[src/logic/rhc_defines.svh]
`ifndef RHC_DEFINES_SVH
`define RHC_DEFINES_SVH

// clock rate and documented times
`define RHC_CLK_KHZ        20000
`define RHC_HB_MS          5
`define RHC_MSG_MS         100
`define RHC_MSG_TO_MS      250
`define RHC_HS_TO_MS       25
`define RHC_SETTLE_MS      200
`define RHC_RELEASE_MS     300

// cycle counts derived from the times (least times, exact at 20 MHz)
`define RHC_HB_CYC         (`RHC_HB_MS * `RHC_CLK_KHZ)
`define RHC_MSG_CYC        (`RHC_MSG_MS * `RHC_CLK_KHZ)
`define RHC_MSG_TO_CYC     (`RHC_MSG_TO_MS * `RHC_CLK_KHZ)
`define RHC_HS_TO_CYC      (`RHC_HS_TO_MS * `RHC_CLK_KHZ)
`define RHC_SETTLE_CYC     (`RHC_SETTLE_MS * `RHC_CLK_KHZ)
`define RHC_RELEASE_CYC    (`RHC_RELEASE_MS * `RHC_CLK_KHZ)

// serial link framing: start, role, state, anomalies, stop
`define RHC_BIT_CYC        16'h07d0
`define RHC_HALF_BIT_CYC   16'h03e8
`define RHC_FRAME_BITS     5'h14
`define RHC_STOP_IDX       5'h13
`define RHC_ANOM_W         16

// register byte offsets
`define RHC_OFS_CTRL       8'h00
`define RHC_OFS_ANOM_SELF  8'h04
`define RHC_OFS_ANOM_LOCAL 8'h08
`define RHC_OFS_STATUS     8'h0c
`define RHC_OFS_ANOM_RX    8'h10

// status field positions
`define RHC_ST_CMD         0
`define RHC_ST_RELAY       1
`define RHC_ST_IO          2
`define RHC_ST_RLY_FAULT   3
`define RHC_ST_SEC_FAIL    4
`define RHC_ST_MSG_FAIL    5
`define RHC_ST_HS_FAIL     6
`define RHC_ST_PEER_CMD    7
`define RHC_ST_PEER_BKP    8

`endif

[src/logic/rhc_pkg.sv]
package rhc_pkg;
  // wide enough for the longest (300 ms) count
  typedef logic [23:0] rhc_cnt_t;
  typedef logic [15:0] rhc_anom_t;
  typedef enum logic [1:0] {
    RHC_WATCH,
    RHC_SETTLE,
    RHC_COMMAND,
    RHC_RELEASE
  } rhc_role_e;
endpackage

[src/logic/rhc_timer.sv]
module rhc_timer (
  input  wire logic             clk_i,
  input  wire logic             rst_b_i,
  input  wire logic             start_i,
  input  rhc_pkg::rhc_cnt_t     load_i,
  output logic                  busy_o,
  output logic                  done_o
);
  rhc_pkg::rhc_cnt_t cnt_q;
  rhc_pkg::rhc_cnt_t cnt_d;

  // restart wins over the running count
  assign busy_o = (cnt_q != '0);
  assign done_o = (cnt_q == rhc_pkg::rhc_cnt_t'(1));
  assign cnt_d  = start_i ? load_i : (busy_o ? cnt_q - rhc_pkg::rhc_cnt_t'(1) : cnt_q);

  always_ff @(posedge clk_i or negedge rst_b_i)
  begin
    if (!rst_b_i)
      cnt_q <= '0;
    else
      cnt_q <= cnt_d;
  end
endmodule

[src/logic/rhc_top.sv]
// Overview of operation
// - secondary never hands control back to primary without operator request
// - one push-button request wired to both units' digital input
// - secondary drops relay command on request, returning all switched I/O
// - secondary runs 300 ms timer, then flags relay fault on wrong feedback
// - secondary changes commanding to watching when 300 ms timer expires
// - primary assumes relay released on request, no link confirmation needed
// - primary starts 200 ms settling timer, switched I/O unused meanwhile
// - after settling primary controls, transmits fieldbus, flags bad feedback
// - primary flags secondary failure: link lost while feedback shows secondary
// - commanding unit sends its anomalies; watching unit keeps them undisplayed
// - watching unit keeps self-raised anomaly set, which is displayed
// - on becoming commanding, drop self set, adopt received set
// - toggle handshake every 5 ms, send role/state message every 100 ms
// - peer failed after 250 ms without message or 25 ms without toggle
// - new commander waits 200 ms after relay change before using I/O
`include "rhc_defines.svh"
module rhc_top #(
  parameter rhc_pkg::rhc_cnt_t P_HB_CYC      = rhc_pkg::rhc_cnt_t'(`RHC_HB_CYC),
  parameter rhc_pkg::rhc_cnt_t P_MSG_CYC     = rhc_pkg::rhc_cnt_t'(`RHC_MSG_CYC),
  parameter rhc_pkg::rhc_cnt_t P_MSG_TO_CYC  = rhc_pkg::rhc_cnt_t'(`RHC_MSG_TO_CYC),
  parameter rhc_pkg::rhc_cnt_t P_HS_TO_CYC   = rhc_pkg::rhc_cnt_t'(`RHC_HS_TO_CYC),
  parameter rhc_pkg::rhc_cnt_t P_SETTLE_CYC  = rhc_pkg::rhc_cnt_t'(`RHC_SETTLE_CYC),
  parameter rhc_pkg::rhc_cnt_t P_RELEASE_CYC = rhc_pkg::rhc_cnt_t'(`RHC_RELEASE_CYC)
) (
  input  wire logic        clk_i,
  input  wire logic        rst_b_i,
  input  wire logic        hsel_i,
  input  wire logic [31:0] haddr_i,
  input  wire logic [1:0]  htrans_i,
  input  wire logic        hwrite_i,
  input  wire logic [2:0]  hsize_i,
  input  wire logic [31:0] hwdata_i,
  input  wire logic        hready_i,
  output logic             hreadyout_o,
  output logic             hresp_o,
  output logic [31:0]      hrdata_o,
  input  wire logic        handover_to_primary_request_i,
  input  wire logic        relay_fb_i,
  input  wire logic        handshake_i,
  input  wire logic        link_rx_i,
  output logic             handshake_o,
  output logic             link_tx_o,
  output logic             changeover_relay_command_o,
  output logic             io_enable_o,
  output logic             fieldbus_tx_en_o,
  output logic             relay_feedback_fault_warning_o,
  output logic             secondary_unit_failure_warning_o,
  output rhc_pkg::rhc_anom_t display_anom_o
);
  rhc_pkg::rhc_role_e state_q;
  rhc_pkg::rhc_role_e state_d;
  rhc_pkg::rhc_anom_t anom_self_q;
  rhc_pkg::rhc_anom_t anom_local_q;
  rhc_pkg::rhc_anom_t anom_rx_q;
  logic        role_bkp_q;
  logic        init_q;
  logic        startup_q;
  logic        req_q;
  logic        hs_in_q;
  logic        hs_out_q;
  logic        relay_q;
  logic        rly_fault_q;
  logic        sec_fail_q;
  logic        msg_fail_q;
  logic        hs_fail_q;
  logic        peer_cmd_q;
  logic        peer_bkp_q;
  logic        rx_seen_q;
  logic        dp_wr_q;
  logic [7:0]  dp_addr_q;
  logic [31:0] rdata_q;
  logic [19:0] tx_sh_q;
  logic [4:0]  tx_left_q;
  logic [15:0] tx_cyc_q;
  logic        rx_busy_q;
  logic [4:0]  rx_idx_q;
  logic [15:0] rx_cyc_q;
  logic [17:0] rx_sh_q;

  // bus decode: zero wait, always OKAY
  wire         addr_ph  = hsel_i & hready_i & htrans_i[1];
  wire         in_map   = addr_ph & (haddr_i[31:8] == 24'h000000);
  wire [7:0]   rd_addr  = in_map ? haddr_i[7:0] : 8'hff;
  wire         wr_ctrl  = dp_wr_q & (dp_addr_q == `RHC_OFS_CTRL);
  wire         wr_self  = dp_wr_q & (dp_addr_q == `RHC_OFS_ANOM_SELF);
  wire         wr_local = dp_wr_q & (dp_addr_q == `RHC_OFS_ANOM_LOCAL);
  wire         wr_stat  = dp_wr_q & (dp_addr_q == `RHC_OFS_STATUS);
  wire         clr_rf   = wr_stat & hwdata_i[`RHC_ST_RLY_FAULT];
  wire         clr_sf   = wr_stat & hwdata_i[`RHC_ST_SEC_FAIL];
  wire [31:0]  status_w;
  wire [31:0]  rd_mux;

  // events and derived levels
  wire req_edge    = handover_to_primary_request_i & ~req_q;
  wire hs_edge     = handshake_i ^ hs_in_q;
  wire peer_fail   = msg_fail_q | hs_fail_q;
  wire is_cmd      = (state_q == rhc_pkg::RHC_COMMAND);
  wire in_settle   = (state_q == rhc_pkg::RHC_SETTLE);
  wire in_release  = (state_q == rhc_pkg::RHC_RELEASE);
  wire in_watch    = (state_q == rhc_pkg::RHC_WATCH);
  wire frame_ok;
  wire hb_done;
  wire msg_done;
  wire msg_to_done;
  wire hs_to_done;
  wire role_done;
  wire go_settle;
  wire go_release;
  wire enter_cmd   = in_settle & role_done;
  wire tx_idle     = (tx_left_q == 5'h00);
  wire tx_tick     = ~tx_idle & (tx_cyc_q == 16'h0000);
  wire rx_tick     = rx_busy_q & (rx_cyc_q == 16'h0000);

  assign status_w = {23'h000000,
                     peer_bkp_q, peer_cmd_q, hs_fail_q, msg_fail_q,
                     sec_fail_q, rly_fault_q, io_enable_o, relay_q, is_cmd};
  assign rd_mux = (rd_addr == `RHC_OFS_CTRL)       ? {31'h00000000, role_bkp_q} :
                  (rd_addr == `RHC_OFS_ANOM_SELF)  ? {16'h0000, anom_self_q} :
                  (rd_addr == `RHC_OFS_ANOM_LOCAL) ? {16'h0000, anom_local_q} :
                  (rd_addr == `RHC_OFS_STATUS)     ? status_w :
                  (rd_addr == `RHC_OFS_ANOM_RX)    ? {16'h0000, anom_rx_q} :
                                                       32'h00000000;
  assign hreadyout_o = 1'b1;
  assign hresp_o     = 1'b0;
  assign hrdata_o    = rdata_q;

  // address phase capture; read data loaded when the data phase begins
  always_ff @(posedge clk_i or negedge rst_b_i)
  begin
    if (!rst_b_i)
    begin
      dp_wr_q   <= 1'b0;
      dp_addr_q <= 8'h00;
    end
    else
    begin
      dp_wr_q   <= in_map & hwrite_i & (hsize_i == 3'h2);
      dp_addr_q <= rd_addr;
    end
  end

  // read word taken at the address edge so it stands for the whole data phase
  always_ff @(posedge clk_i or negedge rst_b_i)
  begin
    if (!rst_b_i)
      rdata_q <= 32'h00000000;
    else
      rdata_q <= rd_mux;
  end

  // heartbeat and message interval, free running from reset release
  rhc_timer u_hb (
    .clk_i   (clk_i),
    .rst_b_i (rst_b_i),
    .start_i (init_q | hb_done),
    .load_i  (P_HB_CYC),
    .busy_o  (),
    .done_o  (hb_done)
  );
  rhc_timer u_msg (
    .clk_i   (clk_i),
    .rst_b_i (rst_b_i),
    .start_i (init_q | msg_done),
    .load_i  (P_MSG_CYC),
    .busy_o  (),
    .done_o  (msg_done)
  );

  // peer watchdogs restart on every good frame or handshake transition
  rhc_timer u_msg_to (
    .clk_i   (clk_i),
    .rst_b_i (rst_b_i),
    .start_i (init_q | frame_ok),
    .load_i  (P_MSG_TO_CYC),
    .busy_o  (),
    .done_o  (msg_to_done)
  );
  rhc_timer u_hs_to (
    .clk_i   (clk_i),
    .rst_b_i (rst_b_i),
    .start_i (init_q | hs_edge),
    .load_i  (P_HS_TO_CYC),
    .busy_o  (),
    .done_o  (hs_to_done)
  );

  // one timer serves both the settling and the release transient
  rhc_timer u_role (
    .clk_i   (clk_i),
    .rst_b_i (rst_b_i),
    .start_i (go_settle | go_release),
    .load_i  (go_release ? P_RELEASE_CYC : P_SETTLE_CYC),
    .busy_o  (),
    .done_o  (role_done)
  );

  // input edge memories and peer failure flags
  always_ff @(posedge clk_i or negedge rst_b_i)
  begin
    if (!rst_b_i)
    begin
      init_q     <= 1'b1;
      req_q      <= 1'b0;
      hs_in_q    <= 1'b0;
      hs_out_q   <= 1'b0;
      msg_fail_q <= 1'b0;
      hs_fail_q  <= 1'b0;
    end
    else
    begin
      init_q     <= 1'b0;
      req_q      <= handover_to_primary_request_i;
      hs_in_q    <= handshake_i;
      hs_out_q   <= hs_out_q ^ hb_done;
      msg_fail_q <= msg_to_done | (msg_fail_q & ~frame_ok);
      hs_fail_q  <= hs_to_done | (hs_fail_q & ~hs_edge);
    end
  end
  assign handshake_o = hs_out_q;

  // transmitter: start bit, role, state, local anomalies, stop bit
  always_ff @(posedge clk_i or negedge rst_b_i)
  begin
    if (!rst_b_i)
    begin
      tx_sh_q   <= 20'hfffff;
      tx_left_q <= 5'h00;
      tx_cyc_q  <= 16'h0000;
    end
    else if (msg_done & tx_idle)
    begin
      tx_sh_q   <= {1'b1, anom_local_q, is_cmd, role_bkp_q, 1'b0};
      tx_left_q <= `RHC_FRAME_BITS;
      tx_cyc_q  <= `RHC_BIT_CYC - 16'h0001;
    end
    else if (tx_tick)
    begin
      tx_sh_q   <= {1'b1, tx_sh_q[19:1]};
      tx_left_q <= tx_left_q - 5'h01;
      tx_cyc_q  <= `RHC_BIT_CYC - 16'h0001;
    end
    else if (!tx_idle)
      tx_cyc_q  <= tx_cyc_q - 16'h0001;
  end
  assign link_tx_o = tx_sh_q[0];

  // receiver samples mid-bit; a bad stop bit drops the frame
  assign frame_ok = rx_tick & (rx_idx_q == `RHC_STOP_IDX) & link_rx_i;
  always_ff @(posedge clk_i or negedge rst_b_i)
  begin
    if (!rst_b_i)
    begin
      rx_busy_q <= 1'b0;
      rx_idx_q  <= 5'h00;
      rx_cyc_q  <= 16'h0000;
      rx_sh_q   <= 18'h00000;
    end
    else if (!rx_busy_q)
    begin
      rx_busy_q <= ~link_rx_i;
      rx_idx_q  <= 5'h00;
      rx_cyc_q  <= `RHC_HALF_BIT_CYC;
    end
    else if (rx_tick)
    begin
      rx_busy_q <= ~((rx_idx_q == 5'h00) & link_rx_i) & (rx_idx_q != `RHC_STOP_IDX);
      rx_idx_q  <= rx_idx_q + 5'h01;
      rx_cyc_q  <= `RHC_BIT_CYC - 16'h0001;
      if (rx_idx_q != 5'h00)
        rx_sh_q <= {link_rx_i, rx_sh_q[17:1]};
    end
    else
      rx_cyc_q  <= rx_cyc_q - 16'h0001;
  end

  // peer view taken from each good frame
  always_ff @(posedge clk_i or negedge rst_b_i)
  begin
    if (!rst_b_i)
    begin
      peer_bkp_q <= 1'b0;
      peer_cmd_q <= 1'b0;
      anom_rx_q  <= 16'h0000;
      rx_seen_q  <= 1'b0;
    end
    else if (frame_ok)
    begin
      peer_bkp_q <= rx_sh_q[0];
      peer_cmd_q <= rx_sh_q[1];
      anom_rx_q  <= rx_sh_q[17:2];
      rx_seen_q  <= 1'b1;
    end
  end

  // takeover: secondary on peer failure, primary on request or at start
  assign go_settle  = in_watch & (role_bkp_q ? peer_fail
                    : (req_edge
                    | (startup_q & (peer_fail | (rx_seen_q & ~peer_cmd_q)))));
  // release only by request and only from the commanding state
  assign go_release = role_bkp_q & is_cmd & req_edge;

  always_comb
  begin
    state_d = state_q;
    case (state_q)
      rhc_pkg::RHC_WATCH:
        if (go_settle)
          state_d = rhc_pkg::RHC_SETTLE;
      rhc_pkg::RHC_SETTLE:
        if (role_done)
          state_d = rhc_pkg::RHC_COMMAND;
      rhc_pkg::RHC_COMMAND:
        if (go_release)
          state_d = rhc_pkg::RHC_RELEASE;
        else if (!role_bkp_q & relay_fb_i & peer_cmd_q)
          state_d = rhc_pkg::RHC_WATCH;
      rhc_pkg::RHC_RELEASE:
        if (role_done)
          state_d = rhc_pkg::RHC_WATCH;
      default:
        state_d = rhc_pkg::RHC_WATCH;
    endcase
  end

  // role state, relay drive and configuration
  always_ff @(posedge clk_i or negedge rst_b_i)
  begin
    if (!rst_b_i)
    begin
      state_q    <= rhc_pkg::RHC_WATCH;
      relay_q    <= 1'b0;
      startup_q  <= 1'b1;
      role_bkp_q <= 1'b0;
    end
    else
    begin
      state_q    <= state_d;
      relay_q    <= go_release ? 1'b0 : (relay_q | (go_settle & role_bkp_q));
      startup_q  <= startup_q & ~(in_watch & go_settle) & ~in_settle;
      role_bkp_q <= wr_ctrl ? hwdata_i[0] : role_bkp_q;
    end
  end
  assign changeover_relay_command_o = relay_q;

  // warnings are sticky; a new event beats a clear in the same cycle
  wire fb_wrong   = (relay_fb_i != role_bkp_q);
  wire rf_event   = (enter_cmd & fb_wrong)
                  | (in_release & role_done & relay_fb_i);
  wire sf_event   = ~role_bkp_q & peer_fail & relay_fb_i;
  always_ff @(posedge clk_i or negedge rst_b_i)
  begin
    if (!rst_b_i)
    begin
      rly_fault_q <= 1'b0;
      sec_fail_q  <= 1'b0;
    end
    else
    begin
      rly_fault_q <= rf_event | (rly_fault_q & ~clr_rf);
      sec_fail_q  <= sf_event | (sec_fail_q & ~clr_sf);
    end
  end
  assign relay_feedback_fault_warning_o   = rly_fault_q;
  assign secondary_unit_failure_warning_o = sec_fail_q;

  // anomaly sets; software writes win over the hardware swap
  rhc_pkg::rhc_anom_t anom_local_d;
  assign anom_local_d = wr_local ? hwdata_i[15:0] : (enter_cmd ? anom_rx_q : anom_local_q);
  always_ff @(posedge clk_i or negedge rst_b_i)
  begin
    if (!rst_b_i)
    begin
      anom_self_q  <= 16'h0000;
      anom_local_q <= 16'h0000;
    end
    else
    begin
      anom_self_q  <= wr_self  ? hwdata_i[15:0] : (enter_cmd ? 16'h0000 : anom_self_q);
      anom_local_q <= anom_local_d;
    end
  end

  // display and plant outputs from flops; switched I/O only once commanding
  always_ff @(posedge clk_i or negedge rst_b_i)
  begin
    if (!rst_b_i)
    begin
      display_anom_o   <= 16'h0000;
      io_enable_o      <= 1'b0;
      fieldbus_tx_en_o <= 1'b0;
    end
    else
    begin
      display_anom_o   <= (state_d == rhc_pkg::RHC_COMMAND) ? anom_local_d : anom_self_q;
      io_enable_o      <= (state_d == rhc_pkg::RHC_COMMAND);
      fieldbus_tx_en_o <= (state_d == rhc_pkg::RHC_COMMAND);
    end
  end

  // helper: cycles spent in the settling state
  rhc_pkg::rhc_cnt_t settle_cnt_q;
  always_ff @(posedge clk_i or negedge rst_b_i)
  begin
    if (!rst_b_i)
      settle_cnt_q <= '0;
    else
      settle_cnt_q <= in_settle ? settle_cnt_q + rhc_pkg::rhc_cnt_t'(1) : '0;
  end
endmodule

[config.mk]
export PLATFORM = sky130hd
export DESIGN_NAME = rhc_top
export DESIGN_NICKNAME = d
export VERILOG_FILES = /design/src/logic/rhc_pkg.sv /design/src/logic/rhc_timer.sv /design/src/logic/rhc_top.sv
export VERILOG_INCLUDE_DIRS = /design/src /design/src/logic
export SDC_FILE = /design/constraint.sdc
export NUM_CORES = 1
export LEC_CHECK = 0
export BUFFER_PORTS_ARGS = -buffer_cell sky130_fd_sc_hd__buf_2
export CAP_MARGIN = 20
export CELL_PAD_IN_SITES_DETAIL_PLACEMENT = 1
export CELL_PAD_IN_SITES_GLOBAL_PLACEMENT = 1
export CORE_MARGIN = 2
export CORE_UTILIZATION = 50
export DETAILED_ROUTE_END_ITERATION = 12
export PLACE_DENSITY = 0.95
export RECOVER_POWER = 50
export SKIP_LAST_GASP = 1
export SYNTH_ARGS = -nofsm -noshare
export SYNTH_HDL_FRONTEND = slang
export SYNTH_HIERARCHICAL = 1
export SYNTH_SLANG_ARGS = --single-unit
[constraint.sdc]
create_clock -name clk_i -period 5.8 [get_ports clk_i]
set_input_delay 0 -clock clk_i [delete_from_list [all_inputs] [get_ports clk_i]]
set_output_delay 0 -clock clk_i [all_outputs]
set_load 0.005 [all_outputs]
==> impl_metrics.tcl <==
set metrics [dict create \
    required_ns 6.18 \
    dieArea_sq_um 33200 \
    synth-seq-cells 306 \
    reg2reg_slack_ns 1.17 \
    clkTransAtPathRegs_ns 0.07 \
    drv_slew 311 \
    start_util_pct 50.5 \
    async_reset_ff_share_pct 100 \
    drive_gt1_share_pct 12.8 \
    hpwl_mm 31.7 \
    ant_nets 0 \
    placed_area_sq_um 17000 \
    status "finished with violations" \
    gp_congestion 0.785 \
    r2r_end "u_msg/cnt_q[21]" \
    critical_path.max_fanout 34 \
    clockBufferDepth 3 \
    cp.arrival_ns 5.01 \
    dp_cells 2228 \
    fmax_mhz 216 \
    min_path_type "input port to flop" \
    synth_edf_count 0 \
    die_w_um 182 \
    skew_ns 0.0264 \
    ctsHoldBuffers 38 \
    postRouteWirelength_mm 55.2 \
    syn-cell-area_sq_um 15900 \
    core_area_sq_um 31400 \
    tns_ns 0 \
    final_hold_viol_count 0 \
    yosysUniqueCellTypes 64 \
    final-setup-viol-count 0 \
    synth_seq_area_share_pct 48.4 \
    syn-mean-instance-area_sq_um 9.40 \
    total_power_mw 5.41 \
    drt_iter0_drc 1029 \
    r2r_cells 7 \
    seqCellArea_sq_um 7680 \
    cts_sinks 306 \
    drt-wirelength-per-cell_um 23.7 \
    dr.pass1.iters 5 \
    cp-start-kind "flop" \
    endpoint_kind "flop" \
    die_h_um 182 \
    multiInputGateArea_sq_um 8030 \
    cts_resized 0 \
    path_class "flop to flop" \
    n_fill_cell 3579 \
    clk-insertion-delay-late_ns 0.54 \
    holdPathStages 3 \
    hp-start "haddr_i[3]" \
    power_density_nw_per_um2 294 \
    yosysWarningCount 6 \
    fin_area_sq_um 18400 \
    final_cells 2327 \
    fin_nets 2002 \
    detail_route.vias_per_cell 6.27 \
    min_to "dp_addr_q[3]" \
    grt_overflow_total 0 \
    grt_max_degree 128 \
    slew_headroom_pct -112 \
    worst_pin_slew_ns 3.18 \
    first_global_vias 15900 \
    postCtsSetupRepairBufs 0 \
    rows 65 \
    finalCriticalPeriod_ns 4.63 \
    synth_top_flop_cell "dfrtp_1" \
    drc 0 \
    gr-usage-all-layers_pct 33.8 \
    h-tree-depth 2 \
    irDropWorstVdd_v 0.000170 \
    grt_pass1_wl_mm 89.0 \
    timing.final.crit_share_pct 79.8 \
    syn_inst 1688 \
    synthToLayoutAreaGrowth_pct 15.9 \
    via_count 14600 \
    leakagePower_nw 7.61 \
    cts_tree "done" \
    portBuffers 99 \
    cts_made_buffers 35 \
    io_pins 135 \
    grt_setup_unrepaired "no" \
    root_buffer "clkbuf_16" \
    worstReg2RegStart "u_msg/cnt_q[6]" \
    antenna_found_initial 2 \
    violations "capacitance limit, slew limit" \
    drv_cap 3 \
]
[layer usage]
| metal | part of all wire, % | global-route usage [%] |
|---|---|---|
| met1 | 38 | 39.9 |
| met4 | 6.1 | 19.0 |
| met2 | 50 | 58.6 |
| met5 | 0 | 0 |
| met3 | 6.1 | 5.73 |
[per-stage QoR]
stage          setup slack [ns]  utilization [%]  hold slack [ns]
4_1_cts                    1.50             58.7          0.00523
3_3_place_gp               2.11             54.0            0.126
3_5_place_dp               1.81             54.0            0.140
6_report                   1.17             58.6           0.0418
5_1_grt                   0.626             58.6           0.0563
2_1_floorplan              3.09                -           -0.296
[report_power, final]
| group | total (mW) | switching, mW | internal [mW] |
|---|---|---|---|
| clock network | 2.20 | 0.937 | 1.26 |
| logic | 0.669 | 0.406 | 0.263 |
| registers | 2.54 | 0.204 | 2.34 |
| total | 5.41 | 1.55 | 3.86 |
[Yosys cell counts (29+ instances only)]
master / instances / area, sq um
nor4_1: 44 / 275
a21oi_1: 79 / 395
mux2_2: 51 / 574
clkbuf_1: 63 / 236
nor2_1: 141 / 529
nor3_1: 71 / 355
nand2_1: 226 / 848
o21ai_0: 98 / 490
xnor2_1: 59 / 517
or3_1: 38 / 238
xor2_1: 46 / 403
dfrtp_1: 285 / 7130
or4_1: 29 / 218
inv_1: 45 / 169
nand3_1: 34 / 170
o31ai_1: 63 / 473
[placed cells by master (no fill, tap or decap), drive strengths merged, types with 12 or more instances in the layout]
cell	n
nor2	147
nand3	34
ha	22
clkbuf	84
mux2	51
o21ai	99
nor3	71
buf	78
o31ai	63
nand2	227
a21oi	79
dfrtp	285
conb	132
or4	35
o22ai	17
inv	46
or3	54
and3	18
xnor2	59
nand4	19
dlygate4sd3	38
o211ai	12
nor4	45
a31oi	23
xor2	46
dfstp	21
o21bai	16
[cells by family after synthesis]
logic type / share of synthesized area, %
buffers and inverters: 4.17
other: 0.0473
multiplexers: 3.75
flip-flops: 48.4
AND/OR/NAND/NOR: 22.8
adder cells (fa/ha/maj): 1.73
AO/OA/AOI/OAI: 13.3
XOR/XNOR: 5.80
[sequential cells by signal, summed over array words and instances (netlist names), 18 cells and up]
| name | cells |
|---|---|
| u_msg_to/cnt_q | 24 |
| u_msg/cnt_q | 24 |
| rx_sh_q | 18 |
| tx_sh_q | 19 |
| u_role/cnt_q | 24 |
| u_hs_to/cnt_q | 24 |
| u_hb/cnt_q | 24 |
[worst max-delay path: stages, from the launching register on]
cell and delay, ns:
dfrtp_1 0.43, nor4_1 1.03, nand4_1 0.75, nor2_1 0.85, or2_2 0.61, inv_1 0.39, o311ai_0 0.25, nand3_1 0.16
[final cells by class]
cell class | count | share of cell area, %
Antenna cell | 1 | 0.0136
Clock buffer | 53 | 5.57
Clock inverter | 6 | 0.320
Inverter | 45 | 0.919
Multi-Input combinational cell | 1367 | 43.7
Sequential cell | 306 | 41.8
Tap cell | 402 | 2.74
Timing Repair Buffer | 147 | 5.01
[worst max-delay path by stage]
| stage | from | end |
|---|---|---|
| 4_1_cts | u_msg/cnt_q[6] | u_msg/cnt_q[22] |
| 5_1_grt | rst_b_i | u_role/cnt_q[3] |
| 3_3_place_gp | u_msg/cnt_q[6] | u_msg/cnt_q[22] |
| 3_5_place_dp | u_role/cnt_q[6] | display_anom_o[0] |
| 6_report | u_msg/cnt_q[6] | u_msg/cnt_q[21] |
| 2_1_floorplan | u_role/cnt_q[6] | display_anom_o[12] |
Power figures use the tool's default switching activity.
